## config.mk

```make
export PLATFORM = sky130hd
export DESIGN_NAME = viu_top
export DESIGN_NICKNAME = d
export VERILOG_FILES = /design/src/viu_pkg.sv /design/src/viu_req_if.sv /design/src/viu_edge.sv /design/src/viu_prio.sv /design/src/viu_top.sv
export VERILOG_INCLUDE_DIRS = /design/src /design/src/src
export SDC_FILE = /design/constraint.sdc
export NUM_CORES = 1
export LEC_CHECK = 0
export BUFFER_PORTS_ARGS = -buffer_cell sky130_fd_sc_hd__buf_2
export CAP_MARGIN = 20
export CORE_ASPECT_RATIO = 0.5
export CORE_MARGIN = 2
export CORE_UTILIZATION = 33
export CTS_CLUSTER_SIZE = 20
export DETAILED_ROUTE_END_ITERATION = 6
export PLACE_DENSITY_LB_ADDON = 0.1
export SYNTH_ARGS = -nofsm -noshare
export SYNTH_HDL_FRONTEND = slang
export SYNTH_SLANG_ARGS = --single-unit
export TNS_END_PERCENT = 20
```

## constraint.sdc

```tcl
create_clock -name core_clk -period 7.8 [get_ports core_clk]
set_input_delay 0 -clock core_clk [delete_from_list [all_inputs] [get_ports core_clk]]
set_output_delay 0 -clock core_clk [all_outputs]
set_load 0.02 [all_outputs]
```

## src/viu_consts.svh

```systemverilog
`ifndef VIU_CONSTS_SVH
`define VIU_CONSTS_SVH

// ----------------------------------------
// Register indices and byte addresses
// ----------------------------------------
`define VIU_IDX_REQ     10'h0FA
`define VIU_IDX_MASK    10'h0FB
`define VIU_IDX_PRIO    10'h0F9
`define VIU_IDX_PIN     10'h040
`define VIU_IDX_CFG     10'h041
`define VIU_IDX_ISTAT   10'h042
`define VIU_IDX_IMASK   10'h043
`define VIU_BYTE(i)     ({i, 2'b00})

// ----------------------------------------
// Field positions and reset values
// ----------------------------------------
`define VIU_NREQ        5
`define VIU_EDGE_HI     7
`define VIU_EDGE_LO     6
`define VIU_GEN_BIT     7
`define VIU_CFG_ANALOG  0
`define VIU_ST_VEC      0
`define VIU_ST_WAKE     1
`define VIU_NSTAT       2
`define VIU_REQ_RST     5'h00
`define VIU_MASK_RST    8'h00
`define VIU_PRIO_RST    3'h0
`define VIU_EDGE_RST    2'h0

`endif

```

## src/viu_pkg.sv

```systemverilog
package viu_pkg;
   // Vector fetch sequencer states
   typedef enum logic [4:0] {
      VIU_IDLE = 5'h01,
      VIU_HI   = 5'h02,
      VIU_LO   = 5'h04,
      VIU_CAP  = 5'h08,
      VIU_VEC  = 5'h10
   } viu_state_e;
   typedef logic [4:0] viu_req_t;
   typedef logic [2:0] viu_id_t;
endpackage

```

## src/viu_req_if.sv

```systemverilog
interface viu_req_if;
   import viu_pkg::*;
   viu_req_t pending;
   viu_id_t  prio_sel;
   viu_id_t  grant_id;
   logic     any;
   modport ctrl (output pending, output prio_sel, input grant_id, input any);
   modport prio (input pending, input prio_sel, output grant_id, output any);
endinterface

```

## src/viu_edge.sv

```systemverilog
module viu_edge #(
   parameter int W = 4
) (
   input  wire logic         core_clk,
   input  wire logic         rst,
   input  wire logic [W-1:0] pin_in,
   output logic      [W-1:0] level,
   output logic      [W-1:0] rise,
   output logic      [W-1:0] fall
);
   logic [W-1:0] s1_reg, s2_reg, s3_reg;
   logic [W-1:0] lvl_next;

   // Level follows once second and third stages agree
   assign lvl_next = ((s2_reg ~^ s3_reg) & s3_reg) | ((s2_reg ^ s3_reg) & level);

   // Three-stage synchroniser and edge pulses
   always_ff @(posedge core_clk or posedge rst) begin
      if (rst) begin
         s1_reg <= {W{1'b1}};
         s2_reg <= {W{1'b1}};
         s3_reg <= {W{1'b1}};
         level  <= {W{1'b1}};
         rise   <= '0;
         fall   <= '0;
      end else begin
         s1_reg <= pin_in;
         s2_reg <= s1_reg;
         s3_reg <= s2_reg;
         level  <= lvl_next;
         rise   <= lvl_next & ~level;
         fall   <= ~lvl_next & level;
      end
   end

   a_edge_no_repeat: assert property (@(posedge core_clk) disable iff (rst)
      (rise != '0) |=> ((rise & $past(rise)) == '0))
      else $error("rise pulse repeated on one bit");
endmodule

```

## src/viu_prio.sv

```systemverilog
module viu_prio (
   viu_req_if.prio rq
);
   import viu_pkg::*;

   // Next request index, wrapping after request four
   function automatic viu_id_t viu_wrap(input viu_id_t i);
      return (i >= 3'h4) ? 3'h0 : 3'(i + 3'h1);
   endfunction

   viu_id_t start_w;
   assign start_w = (rq.prio_sel > 3'h4) ? 3'h0 : rq.prio_sel;

   // Rotating search from the programmed top request
   always_comb begin
      viu_id_t idx;
      idx         = start_w;
      rq.grant_id = 3'h0;
      rq.any      = 1'b0;
      for (int k = 0; k < 5; k++) begin
         if (!rq.any && rq.pending[idx]) begin
            rq.grant_id = idx;
            rq.any      = 1'b1;
         end
         idx = viu_wrap(idx);
      end
   end
endmodule

```

## src/viu_top.sv

```systemverilog
`include "viu_consts.svh"
// How it works
// - Five requests: three port-3 lines, wide and narrow timer.
// - Mask register gates each request plus one global enable bit.
// - Request n vector lives at program bytes 2n and 2n+1.
// - Vector byte pair is read as 16-bit service routine address.
// - Programmable priority encoder picks among pending enabled requests.
// - Grant disables interrupts; core saves state, then branches to vector.
// - Masked requests still latch and read back for polling.
// - Line1 to request two, line2 zero, line3 one, timers three, four.
// - Request register bits 7:6 select edges for requests two and zero.
// - Analog mode routes other wake sources to request one, falling edge.
// - Sources stay live in halt; only enabled request ends halt.
// - Current pin levels of port-3 lines readable apart from latches.
module viu_top
   import viu_pkg::*;
(
   input  wire logic        core_clk,
   input  wire logic        rst,
   input  wire logic        psel,
   input  wire logic        penable,
   input  wire logic        pwrite,
   input  wire logic [11:0] paddr,
   input  wire logic [31:0] pwdata,
   output logic      [31:0] prdata,
   output logic             pready,
   output logic             pslverr,
   input  wire logic        port3_line1,
   input  wire logic        port3_line2,
   input  wire logic        port3_line3,
   input  wire logic        wake_level,
   input  wire logic        wide_timer,
   input  wire logic        narrow_timer,
   input  wire logic        halt_mode,
   input  wire logic        int_ack,
   input  wire logic        int_return,
   output logic             int_req,
   output logic             halt_wake,
   output logic      [15:0] pm_addr,
   output logic             pm_rd,
   input  wire logic [7:0]  pm_data,
   output logic      [15:0] isr_addr,
   output logic             isr_valid,
   output viu_pkg::viu_id_t isr_id,
   output logic             irq
);
   import viu_pkg::*;

   // ----------------------------------------
   // State
   // ----------------------------------------
   viu_state_e                st_reg, st_next;
   viu_req_t                  req_reg, req_next;
   logic [1:0]                edge_reg;
   logic [7:0]                mask_reg;
   viu_id_t                   prio_reg;
   logic                      analog_reg;
   logic [`VIU_NSTAT-1:0]     stat_reg, stat_next;
   logic [`VIU_NSTAT-1:0]     imask_reg;
   logic [7:0]                hi_reg;
   viu_id_t                   gid_reg;
   logic                      wake_d_reg;

   // ----------------------------------------
   // Pin synchronisers and edge detection
   // ----------------------------------------
   logic [3:0] pin_lvl, pin_rise, pin_fall;

   // Bit 0 line1, bit 1 line2, bit 2 line3, bit 3 wake sources
   viu_edge #(.W(4)) u_edge (
      .core_clk (core_clk),
      .rst      (rst),
      .pin_in   ({wake_level, port3_line3, port3_line2, port3_line1}),
      .level    (pin_lvl),
      .rise     (pin_rise),
      .fall     (pin_fall)
   );

   // ----------------------------------------
   // Request sources
   // ----------------------------------------
   logic     sel_r0_rise, sel_r0_fall, sel_r2_rise, sel_r2_fall;
   logic     r1_fall;
   viu_req_t req_set;

   // Edge select decode for requests zero and two
   assign sel_r0_rise = edge_reg[0];
   assign sel_r0_fall = ~edge_reg[0] | edge_reg[1];
   assign sel_r2_rise = edge_reg[1];
   assign sel_r2_fall = ~edge_reg[1] | edge_reg[0];
   assign r1_fall     = analog_reg ? pin_fall[3] : pin_fall[2];

   // Source to request mapping
   assign req_set[0] = (sel_r0_rise & pin_rise[1]) | (sel_r0_fall & pin_fall[1]);
   assign req_set[1] = r1_fall;
   assign req_set[2] = (sel_r2_rise & pin_rise[0]) | (sel_r2_fall & pin_fall[0]);
   assign req_set[3] = wide_timer;
   assign req_set[4] = narrow_timer;

   // ----------------------------------------
   // APB decode
   // ----------------------------------------
   logic hit_req, hit_mask, hit_prio, hit_pin, hit_cfg, hit_istat, hit_imask;
   logic mapped, setup, wr_acc;

   assign hit_req   = paddr == `VIU_BYTE(`VIU_IDX_REQ);
   assign hit_mask  = paddr == `VIU_BYTE(`VIU_IDX_MASK);
   assign hit_prio  = paddr == `VIU_BYTE(`VIU_IDX_PRIO);
   assign hit_pin   = paddr == `VIU_BYTE(`VIU_IDX_PIN);
   assign hit_cfg   = paddr == `VIU_BYTE(`VIU_IDX_CFG);
   assign hit_istat = paddr == `VIU_BYTE(`VIU_IDX_ISTAT);
   assign hit_imask = paddr == `VIU_BYTE(`VIU_IDX_IMASK);
   assign mapped    = hit_req | hit_mask | hit_prio | hit_pin | hit_cfg | hit_istat | hit_imask;
   assign setup     = psel & ~penable;
   assign wr_acc    = psel & penable & pwrite & mapped;
   assign pready    = 1'b1;
   assign pslverr   = psel & penable & ~mapped;

   // Read data mux
   logic [7:0] rd_mux;
   assign rd_mux = hit_req   ? {edge_reg, 1'b0, req_reg} :
                   hit_mask  ? mask_reg :
                   hit_prio  ? {5'h00, prio_reg} :
                   hit_pin   ? {4'h0, pin_lvl} :
                   hit_cfg   ? {7'h00, analog_reg} :
                   hit_istat ? {6'h00, stat_reg} :
                   hit_imask ? {6'h00, imask_reg} : 8'h00;

   // Read data captured in setup, valid in the access cycle
   always_ff @(posedge core_clk or posedge rst) begin
      if (rst) begin
         prdata <= 32'h0000_0000;
      end else if (setup) begin
         prdata <= {24'h00_0000, rd_mux};
      end
   end

   // ----------------------------------------
   // Priority and grant
   // ----------------------------------------
   viu_req_if rq ();
   logic      gen, take;

   assign gen         = mask_reg[`VIU_GEN_BIT];
   assign rq.pending  = req_reg & mask_reg[4:0];
   assign rq.prio_sel = prio_reg;

   viu_prio u_prio (
      .rq (rq)
   );

   // Request to core only while idle, enabled and pending
   assign int_req   = (st_reg == VIU_IDLE) & gen & rq.any;
   assign take      = int_req & int_ack;
   assign halt_wake = halt_mode & gen & rq.any;

   // ----------------------------------------
   // Request latch
   // ----------------------------------------
   // Software write, grant clear, then hardware set wins
   always_comb begin
      req_next = req_reg;
      if (wr_acc && hit_req) begin
         req_next = pwdata[4:0];
      end
      if (take) begin
         req_next[rq.grant_id] = 1'b0;
      end
      req_next = req_next | req_set;
   end

   // ----------------------------------------
   // Configuration registers
   // ----------------------------------------
   always_ff @(posedge core_clk or posedge rst) begin
      if (rst) begin
         req_reg    <= `VIU_REQ_RST;
         edge_reg   <= `VIU_EDGE_RST;
         prio_reg   <= `VIU_PRIO_RST;
         analog_reg <= 1'b0;
         imask_reg  <= '0;
      end else begin
         req_reg <= req_next;
         if (wr_acc && hit_req) begin
            edge_reg <= pwdata[`VIU_EDGE_HI:`VIU_EDGE_LO];
         end
         if (wr_acc && hit_prio) begin
            prio_reg <= pwdata[2:0];
         end
         if (wr_acc && hit_cfg) begin
            analog_reg <= pwdata[`VIU_CFG_ANALOG];
         end
         if (wr_acc && hit_imask) begin
            imask_reg <= pwdata[`VIU_NSTAT-1:0];
         end
      end
   end

   // Mask register; grant drops global enable, return restores it
   always_ff @(posedge core_clk or posedge rst) begin
      if (rst) begin
         mask_reg <= `VIU_MASK_RST;
      end else if (take) begin
         mask_reg[`VIU_GEN_BIT] <= 1'b0;
      end else if (wr_acc && hit_mask) begin
         mask_reg <= {pwdata[7], 2'b00, pwdata[4:0]};
      end else if (int_return) begin
         mask_reg[`VIU_GEN_BIT] <= 1'b1;
      end
   end

   // ----------------------------------------
   // Vector fetch sequencer
   // ----------------------------------------
   always_comb begin
      st_next = st_reg;
      unique case (st_reg)
         VIU_IDLE: if (take) st_next = VIU_HI;
         VIU_HI:   st_next = VIU_LO;
         VIU_LO:   st_next = VIU_CAP;
         VIU_CAP:  st_next = VIU_VEC;
         VIU_VEC:  st_next = VIU_IDLE;
         default:  st_next = VIU_IDLE;
      endcase
   end

   // Vector location is twice the request number
   assign pm_rd   = (st_reg == VIU_HI) | (st_reg == VIU_LO);
   assign pm_addr = {12'h000, gid_reg, (st_reg == VIU_LO)};
   assign isr_valid = (st_reg == VIU_VEC);
   assign isr_id    = gid_reg;

   // Sequencer state, granted id and address bytes
   always_ff @(posedge core_clk or posedge rst) begin
      if (rst) begin
         st_reg   <= VIU_IDLE;
         gid_reg  <= 3'h0;
         hi_reg   <= 8'h00;
         isr_addr <= 16'h0000;
      end else begin
         st_reg <= st_next;
         if (take) begin
            gid_reg <= rq.grant_id;
         end
         if (st_reg == VIU_LO) begin
            hi_reg <= pm_data;
         end
         if (st_reg == VIU_CAP) begin
            isr_addr <= {hi_reg, pm_data};
         end
      end
   end

   // ----------------------------------------
   // Event status and interrupt output
   // ----------------------------------------
   logic [`VIU_NSTAT-1:0] ev;

   assign ev[`VIU_ST_VEC]  = isr_valid;
   assign ev[`VIU_ST_WAKE] = halt_wake & ~wake_d_reg;

   // Write one clears, new event wins
   always_comb begin
      stat_next = stat_reg;
      if (wr_acc && hit_istat) begin
         stat_next = stat_reg & ~pwdata[`VIU_NSTAT-1:0];
      end
      stat_next = stat_next | ev;
   end

   always_ff @(posedge core_clk or posedge rst) begin
      if (rst) begin
         stat_reg   <= '0;
         wake_d_reg <= 1'b0;
      end else begin
         stat_reg   <= stat_next;
         wake_d_reg <= halt_wake;
      end
   end

   assign irq = |(stat_reg & imask_reg);

   // ----------------------------------------
   // Checks
   // ----------------------------------------
   a_req_gated: assert property (@(posedge core_clk) disable iff (rst)
      int_req |-> (gen && ((req_reg & mask_reg[4:0]) != 5'h00)))
      else $error("request raised without enabled pending bit");

   a_grant_disables: assert property (@(posedge core_clk) disable iff (rst)
      take |=> (!gen && st_reg == VIU_HI) ##1 (!int_req)[*3])
      else $error("grant left interrupts enabled");

   a_grant_clears: assert property (@(posedge core_clk) disable iff (rst)
      (take && !req_set[rq.grant_id]) |=> !req_reg[gid_reg])
      else $error("granted request bit not cleared");

   a_vec_location: assert property (@(posedge core_clk) disable iff (rst)
      pm_rd |-> (pm_addr[15:1] == {12'h000, gid_reg}))
      else $error("wrong vector location");

   a_vec_pair: assert property (@(posedge core_clk) disable iff (rst)
      isr_valid |-> (isr_addr == {$past(pm_data, 2), $past(pm_data, 1)}))
      else $error("service address not built from byte pair");

   a_poll_latched: assert property (@(posedge core_clk) disable iff (rst)
      (req_set != 5'h00) |=> ((req_reg & $past(req_set)) == $past(req_set)))
      else $error("request event not latched");

   a_line3_falls: assert property (@(posedge core_clk) disable iff (rst)
      (!analog_reg && pin_fall[2]) |=> req_reg[1])
      else $error("line three fall did not set request one");

   a_halt_exit: assert property (@(posedge core_clk) disable iff (rst)
      halt_wake |-> (halt_mode && mask_reg[`VIU_GEN_BIT] && ((req_reg & mask_reg[4:0]) != 5'h00)))
      else $error("halt ended without enabled request");

   a_prio_pick_pending: assert property (@(posedge core_clk) disable iff (rst)
      (rq.pending != 5'h00) |-> (rq.any && rq.pending[rq.grant_id]
         && (prio_reg > 3'h4 || !rq.pending[prio_reg] || rq.grant_id == prio_reg)))
      else $error("priority pick is not the top pending request");

   a_fetch_len: assert property (@(posedge core_clk) disable iff (rst)
      take |-> ##4 isr_valid)
      else $error("vector not delivered in four cycles");
endmodule

```

==> flow_summary.toml, run 1 <==
[finish]
final_nets = 622
drive_gt1_share_pct = 29.01
final_core_util_pct = 40.84
largest_register_ffs = 16
fill_cells = 1355
diodes = 0
fin_cells = 747
final_area_mm2 = 0.005580
area_growth_pct = 20.18

[worst_setup_path]
crit_fanout = 20
r2r_slack_ns = 2.76
cp_num_cells = 17
critical_path.top_delay_family = "compound AO/OA/AOI/OAI gates"
r2r-start = "prio_reg[2]"
crit_arrival_ns = 5.30
worstReg2RegEnd = "req_reg[4]"
timing.critical_path.from = "prio_reg[2]"
cp_cell_sequence = "nand2b_1 -> inv_2 -> ha_1 -> nor2_2 -> a21oi_1 -> inv_1 -> ha_1 -> nor4bb_1 -> a211o_1 -> nor2_1 -> o211ai_1 -> o221a_2 -> o31ai_4 -> inv_4 -> and2_1 -> o21bai_1 -> dlygate4sd3_1"
cp-end-kind = "register"
worst_path_max_delay_cell = "dfrtp_1"
critical_path.startpoint_type = "register"
setup.worst_path.end = "req_reg[4]"
path_common_cell = "ha_1"
critPathKind = "register to register"
path_buf_inv = 4
worst-endpoint-required_ns = 8.06
max_stage_delay_ns = 0.81
reg2reg_depth = 17

[floorplanning]
die_area_mm2 = 0.01509
die_y_um = 87.88
die_w_um = 171.8
initial_utilization_pct = 33.98
rows = 30
coreArea_mm2 = 0.01366
ios = 140

[route]
first_iter_violations = 204
vias_per_cell = 4.776
wl_mm = 10.76
antenna_left = 0
drc_errors = 0
wire_per_inst_um = 14.40
via_count = 3568
dr.pass1.iters = 4

[sta]
slew_headroom_pct = 42.56
setup-violations-final = 0
min_period_ns = 5.039
worst_pin_slew_ns = 0.8550
hold_viol = 0
period_share_pct = 64.61
skew_ns = 0.005951
rsz0062_at_grt = "false"
drv_slew = 0
clock.fmax_ghz = 0.1984
finalSetupTns_ns = 0
setup_slack_ns = 2.761
hold_slack_ns = 0.01696

[clock_tree]
cts_tree = "done"
cts.sinks = 83
h-tree-depth = 3
cts_buffers = 9
cts.clk_slew.worst_paths_ns = 0.06
cts_resized = 0
cts_setup_buffers = 0
clock_latency_ns = 0.33
cts.path.max_buffers = 2
cts-root-buf = "clkbuf_16"

[global_route]
antenna_found_initial = 0
grt_use_total_pct = 15.28
grt_max_degree = 61
grt_pass1_vias = 3392
grt_first_pass_wirelength_mm = 17.77
overflow = 0

[placement]
hpwl_mm = 7.834
place.gp.congestion = 0.8369
placed_area_mm2 = 0.005032
dp.cells = 708
pre_cts_slack_ns = 3.052
port_buffers = 76

[synthesis]
synth-edff-count = 0
async_flop_share_pct = 100.0
synth_area_leaders = "dfrtp_1 (36%), dfstp_2 (9.6%), buf_4 (6.8%)"
syn_inst = 457
netlist_area_mm2 = 0.004643
synth_seq_cells = 83
syn_avg_cell_area_um2 = 10.16
yosysTopAreaCell = "dfrtp_1"
synth_warnings = 0
synth-main-ff-cell = "dfrtp_1"
post-synth-top-area-fraction_pct = 35.57
ys_types = 84
ys_seq_area_share_pct = 45.19

[hold_path]
worstHoldPathType = "input pin to register"
hold_depth = 3

[power_and_ir_drop]
power_leakage_nw = 2.659
power_density_mw_per_mm2 = 176.4
totalPowerFinal_uw = 984.6
ir_worst_vdd_mv = 0.1324

[flow_run]
maxCapViolCount = 0

[outcome]
status = "complete, no violations"
-- synth_stat cells, types with 3 or more instances --
| library cell | number |
|---|---|
| a211o_1 | 3 |
| a21o_1 | 8 |
| a21oi_1 | 9 |
| a22oi_1 | 4 |
| a31oi_1 | 3 |
| and2_1 | 4 |
| and3_1 | 4 |
| and3b_1 | 3 |
| buf_2 | 3 |
| buf_4 | 42 |
| clkbuf_1 | 7 |
| dfrtp_1 | 66 |
| dfstp_2 | 17 |
| ha_1 | 6 |
| inv_1 | 11 |
| mux2_2 | 20 |
| mux2_4 | 5 |
| mux2i_1 | 5 |
| nand2_1 | 80 |
| nand2b_1 | 4 |
| nand3_1 | 6 |
| nand4_1 | 4 |
| nor2_1 | 26 |
| nor2b_1 | 5 |
| nor3_1 | 5 |
| nor3b_1 | 3 |
| nor4_1 | 6 |
| o211ai_1 | 4 |
| o21a_1 | 6 |
| o21ai_0 | 14 |
| o21bai_1 | 4 |
| o31ai_1 | 3 |
| or2_2 | 3 |
-- layout make-up --
cell class / instances / area, µm² / area share, %
tap: 192 / 240.2 / 4.305
timing repair buffer: 101 / 625.6 / 11.21
sequential: 83 / 2098 / 37.60
clock inverter: 5 / 85.08 / 1.525
clock buffer: 11 / 232.7 / 4.170
inverter: 14 / 56.30 / 1.009
multi-input combinational: 341 / 2242 / 40.18
-- placed cells by master (no fill, tap or decap), drive strengths merged, types with 4 or more instances in the layout --
cell type / synthesis / routed
a21o: 8 / 8
a21oi: 9 / 9
a22oi: 4 / 4
a31oi: 4 / 4
and2: 4 / 4
and3: 4 / 4
buf: 48 / 78
clkbuf: 7 / 11
conb: 2 / 38
dfrtp: 66 / 66
dfstp: 17 / 17
dlygate4sd3: 0 / 23
ha: 6 / 6
inv: 13 / 14
mux2: 25 / 25
mux2i: 5 / 5
nand2: 80 / 80
nand2b: 4 / 4
nand3: 8 / 8
nand4: 4 / 4
nor2: 29 / 29
nor2b: 5 / 5
nor3: 5 / 5
nor3b: 5 / 5
nor4: 7 / 7
o211ai: 4 / 4
o21a: 6 / 6
o21ai: 17 / 17
o21bai: 4 / 4
o31ai: 4 / 4
or2: 5 / 5
-- worst min path at each step --
stage	end	start	slack [ns]
floorplan	u_edge.s1_reg[0]	port3_line1	0.004
global placement	u_edge.fall[1]	rst	0.01
detailed placement	u_edge.fall[1]	rst	0.01
CTS	mask_reg[1]	pwdata[1]	0.005
global route	imask_reg[1]	pwdata[1]	0.02
finish	stat_reg[0]	pwdata[0]	0.02
-- cell families (layout without fill, tap and decap cells) --
| family | Yosys count | count (layout) | synth area share, % |
|---|---|---|---|
| simple gates | 176 | 176 | 20.02 |
| fa+ha+maj | 6 | 6 | 1.617 |
| mux | 32 | 32 | 8.515 |
| compound gates | 89 | 89 | 15.06 |
| flops | 83 | 83 | 45.19 |
| buf+inv | 69 | 131 | 9.431 |
| other cells | 2 | 38 | 0.1617 |
-- tightest hold or removal path, stage by stage --
cell     delay [ns]
buf_2          0.15
nand2_1        0.07
a21o_1         0.10
-- report_power, final --
part           leakage (nW)  switching [mW]  internal (mW)
combinational          1.49          0.0494         0.0277
clock                 0.151           0.169          0.283
sequential             1.02         0.00776          0.448
total                  2.66           0.226          0.758
-- metal layers --
metal | global-route usage, % | up-vias | part of all wire [%]
li1 | - | 1736 | -
met1 | 20.89 | 1716 | 49
met2 | 24.42 | 97 | 45
met3 | 3.479 | 19 | 4.1
met4 | 4.660 | 0 | 1.7
met5 | 0 | - | 0
-- timing repair --
item / in CTS / in global routing
setup endpoints to repair: 0 / 0
endpoints found under the hold margin: 54 / 0
hold buffers: 23 / 0
No activity file was read; power rests on OpenSTA's default activity.
==> inputs of run 2 (changes only) <==
==> constraint.sdc (replaced) <==
create_clock -name core_clk -period 4.3 [get_ports core_clk]
set_input_delay 0 -clock core_clk [delete_from_list [all_inputs] [get_ports core_clk]]
set_output_delay 0 -clock core_clk [all_outputs]
set_load 0.02 [all_outputs]
==> run 2 against run 1 <==
Against the previous run: via count down 0.45%; critical path depth down 1; maximum frequency up 29%; clock skew about the same; largest power group unchanged; die area unchanged; power up 78%; largest cell class unchanged; sequential power up 82%; first-iteration DRC count down 15%.
==> flow_summary.toml, run 2 (synthesized netlist as in run 1, its figures left out) <==
[finish]
layout_commonest_cell = "nand2_1"
drive_gt1_share_pct = 31.16
final_area_mm2 = 0.005669
final_core_util_pct = 41.49
largest_register_ffs = 16
diodes = 0
final_nets = 635
seqCellArea_mm2 = 0.002100
final_cell_mix = "nand2_1 (80), buf_2 (76), dfrtp_1 (65)"
area_growth_pct = 22.10
multiInputGateArea_mm2 = 0.002247
fin_cells = 760
fill_cells = 1382

[route]
dr.pass1.iters = 4
highest_layer = "met4"
drt-met1-wl_mm = 5.418
dr_wl_met3_um = 471
drc_errors = 0
wl_mm = 11.13
antenna_left = 0
dr_wl_met2_mm = 5.145
vias_per_cell = 4.674
wire_per_inst_um = 14.65
via_count = 3552
first_iter_violations = 174

[placement]
port_buffers = 76
dp.cells = 721
placed_area_mm2 = 0.005130
place.gp.congestion = 0.8243
pre_cts_slack_ns = 0.3036
hpwl_mm = 8.185

[outcome]
status = "complete, no violations"

[hold_path]
worstHoldPathType = "input pin to register"

[floorplanning]
rows = 30
coreArea_mm2 = 0.01366
die_w_um = 171.8
initial_utilization_pct = 33.98
ios = 140
die_area_mm2 = 0.01509
die_y_um = 87.88

[sta]
min_period_ns = 3.916
drv_slew = 0
skew_ns = 0.006052
worst_pin_slew_ns = 0.8066
slew_headroom_pct = 45.82
period_share_pct = 91.06
setup-violations-final = 0
hold_slack_ns = 0.001649
rsz0062_at_grt = "false"
finalSetupTns_ns = 0
hold_viol = 0
clock.fmax_ghz = 0.2554
setup_slack_ns = 0.3843

[worst_setup_path]
critical_path.startpoint_type = "register"
critPathKind = "register to register"
worst-endpoint-required_ns = 4.52
crit_fanout = 11
crit_arrival_ns = 4.14
cp-end-kind = "register"

[global_route]
overflow = 0
grt_max_degree = 46
grt_pass1_vias = 3383
grt_first_pass_wirelength_mm = 17.80
antenna_found_initial = 0
grt_use_total_pct = 15.50

[clock_tree]
cts_buffers = 9
cts_setup_buffers = 0
cts.clk_slew.worst_paths_ns = 0.06
cts-root-buf = "clkbuf_16"
cts.path.max_buffers = 2
h-tree-depth = 3
cts.sinks = 83
clock_latency_ns = 0.34
cts_tree = "done"

[power_and_ir_drop]
power_density_mw_per_mm2 = 308.7
power_leakage_nw = 2.725
ir_worst_vdd_mv = 0.2479
totalPowerFinal_mw = 1.750

[flow_run]
maxCapViolCount = 0
## run 2: where the power goes
group / internal (mW) / switching, mW
clock: 0.468 / 0.315
sequential: 0.812 / 0.0144
combinational: 0.0516 / 0.0896
## run 2: repair_timing
item	4_1_cts	5_1_grt
endpoints found under the setup margin	0	7
hold buffers	22	1
resized for setup	0	2
hold endpoints to repair	61	1
## run 2: final cells by class
type	count	area share, %
Clock buffer	11	4.282
Multi-Input combinational cell	341	39.64
Clock inverter	5	1.059
Inverter	14	0.9932
Timing Repair Buffer	114	12.76
Tap cell	192	4.237
Sequential cell	83	37.03
## run 2: final timing paths
| kind | from | to | slack [ns] | depth (start not counted) |
|---|---|---|---|---|
| max in group asynchronous | rst | isr_id[1] | 2.99 | 4 |
| setup / recovery | prio_reg[2] | mask_reg[4] | 0.38 | 16 |
| hold / removal | pwdata[1] | mask_reg[1] | 0.002 | 2 |
| min in group asynchronous | rst | u_edge.fall[2] | 0.30 | 3 |
| hold reg to reg | u_edge.s1_reg[3] | u_edge.s2_reg[3] | 0.36 | 0 |
| setup reg to reg | prio_reg[2] | mask_reg[4] | 0.38 | 16 |
## run 2: per-layer routing
metal / up-vias / global-route usage, %
li1: 1752 / -
met1: 1711 / 20.58
met2: 79 / 25.48
met3: 10 / 4.654
met4: 0 / 3.056
met5: - / 0
## run 2: critical path, cell delays in order, from the launching register on
cell	delay, ns
dfrtp_2	0.48
nand2b_1	0.24
inv_2	0.12
ha_1	0.18
nor2_2	0.05
a21oi_1	0.18
inv_1	0.08
ha_1	0.40
nor4bb_1	0.31
a211o_1	0.16
nor2_1	0.07
or2_2	0.27
o221a_2	0.33
o31ai_4	0.32
inv_4	0.10
nor2_8	0.18
mux2_4	0.31
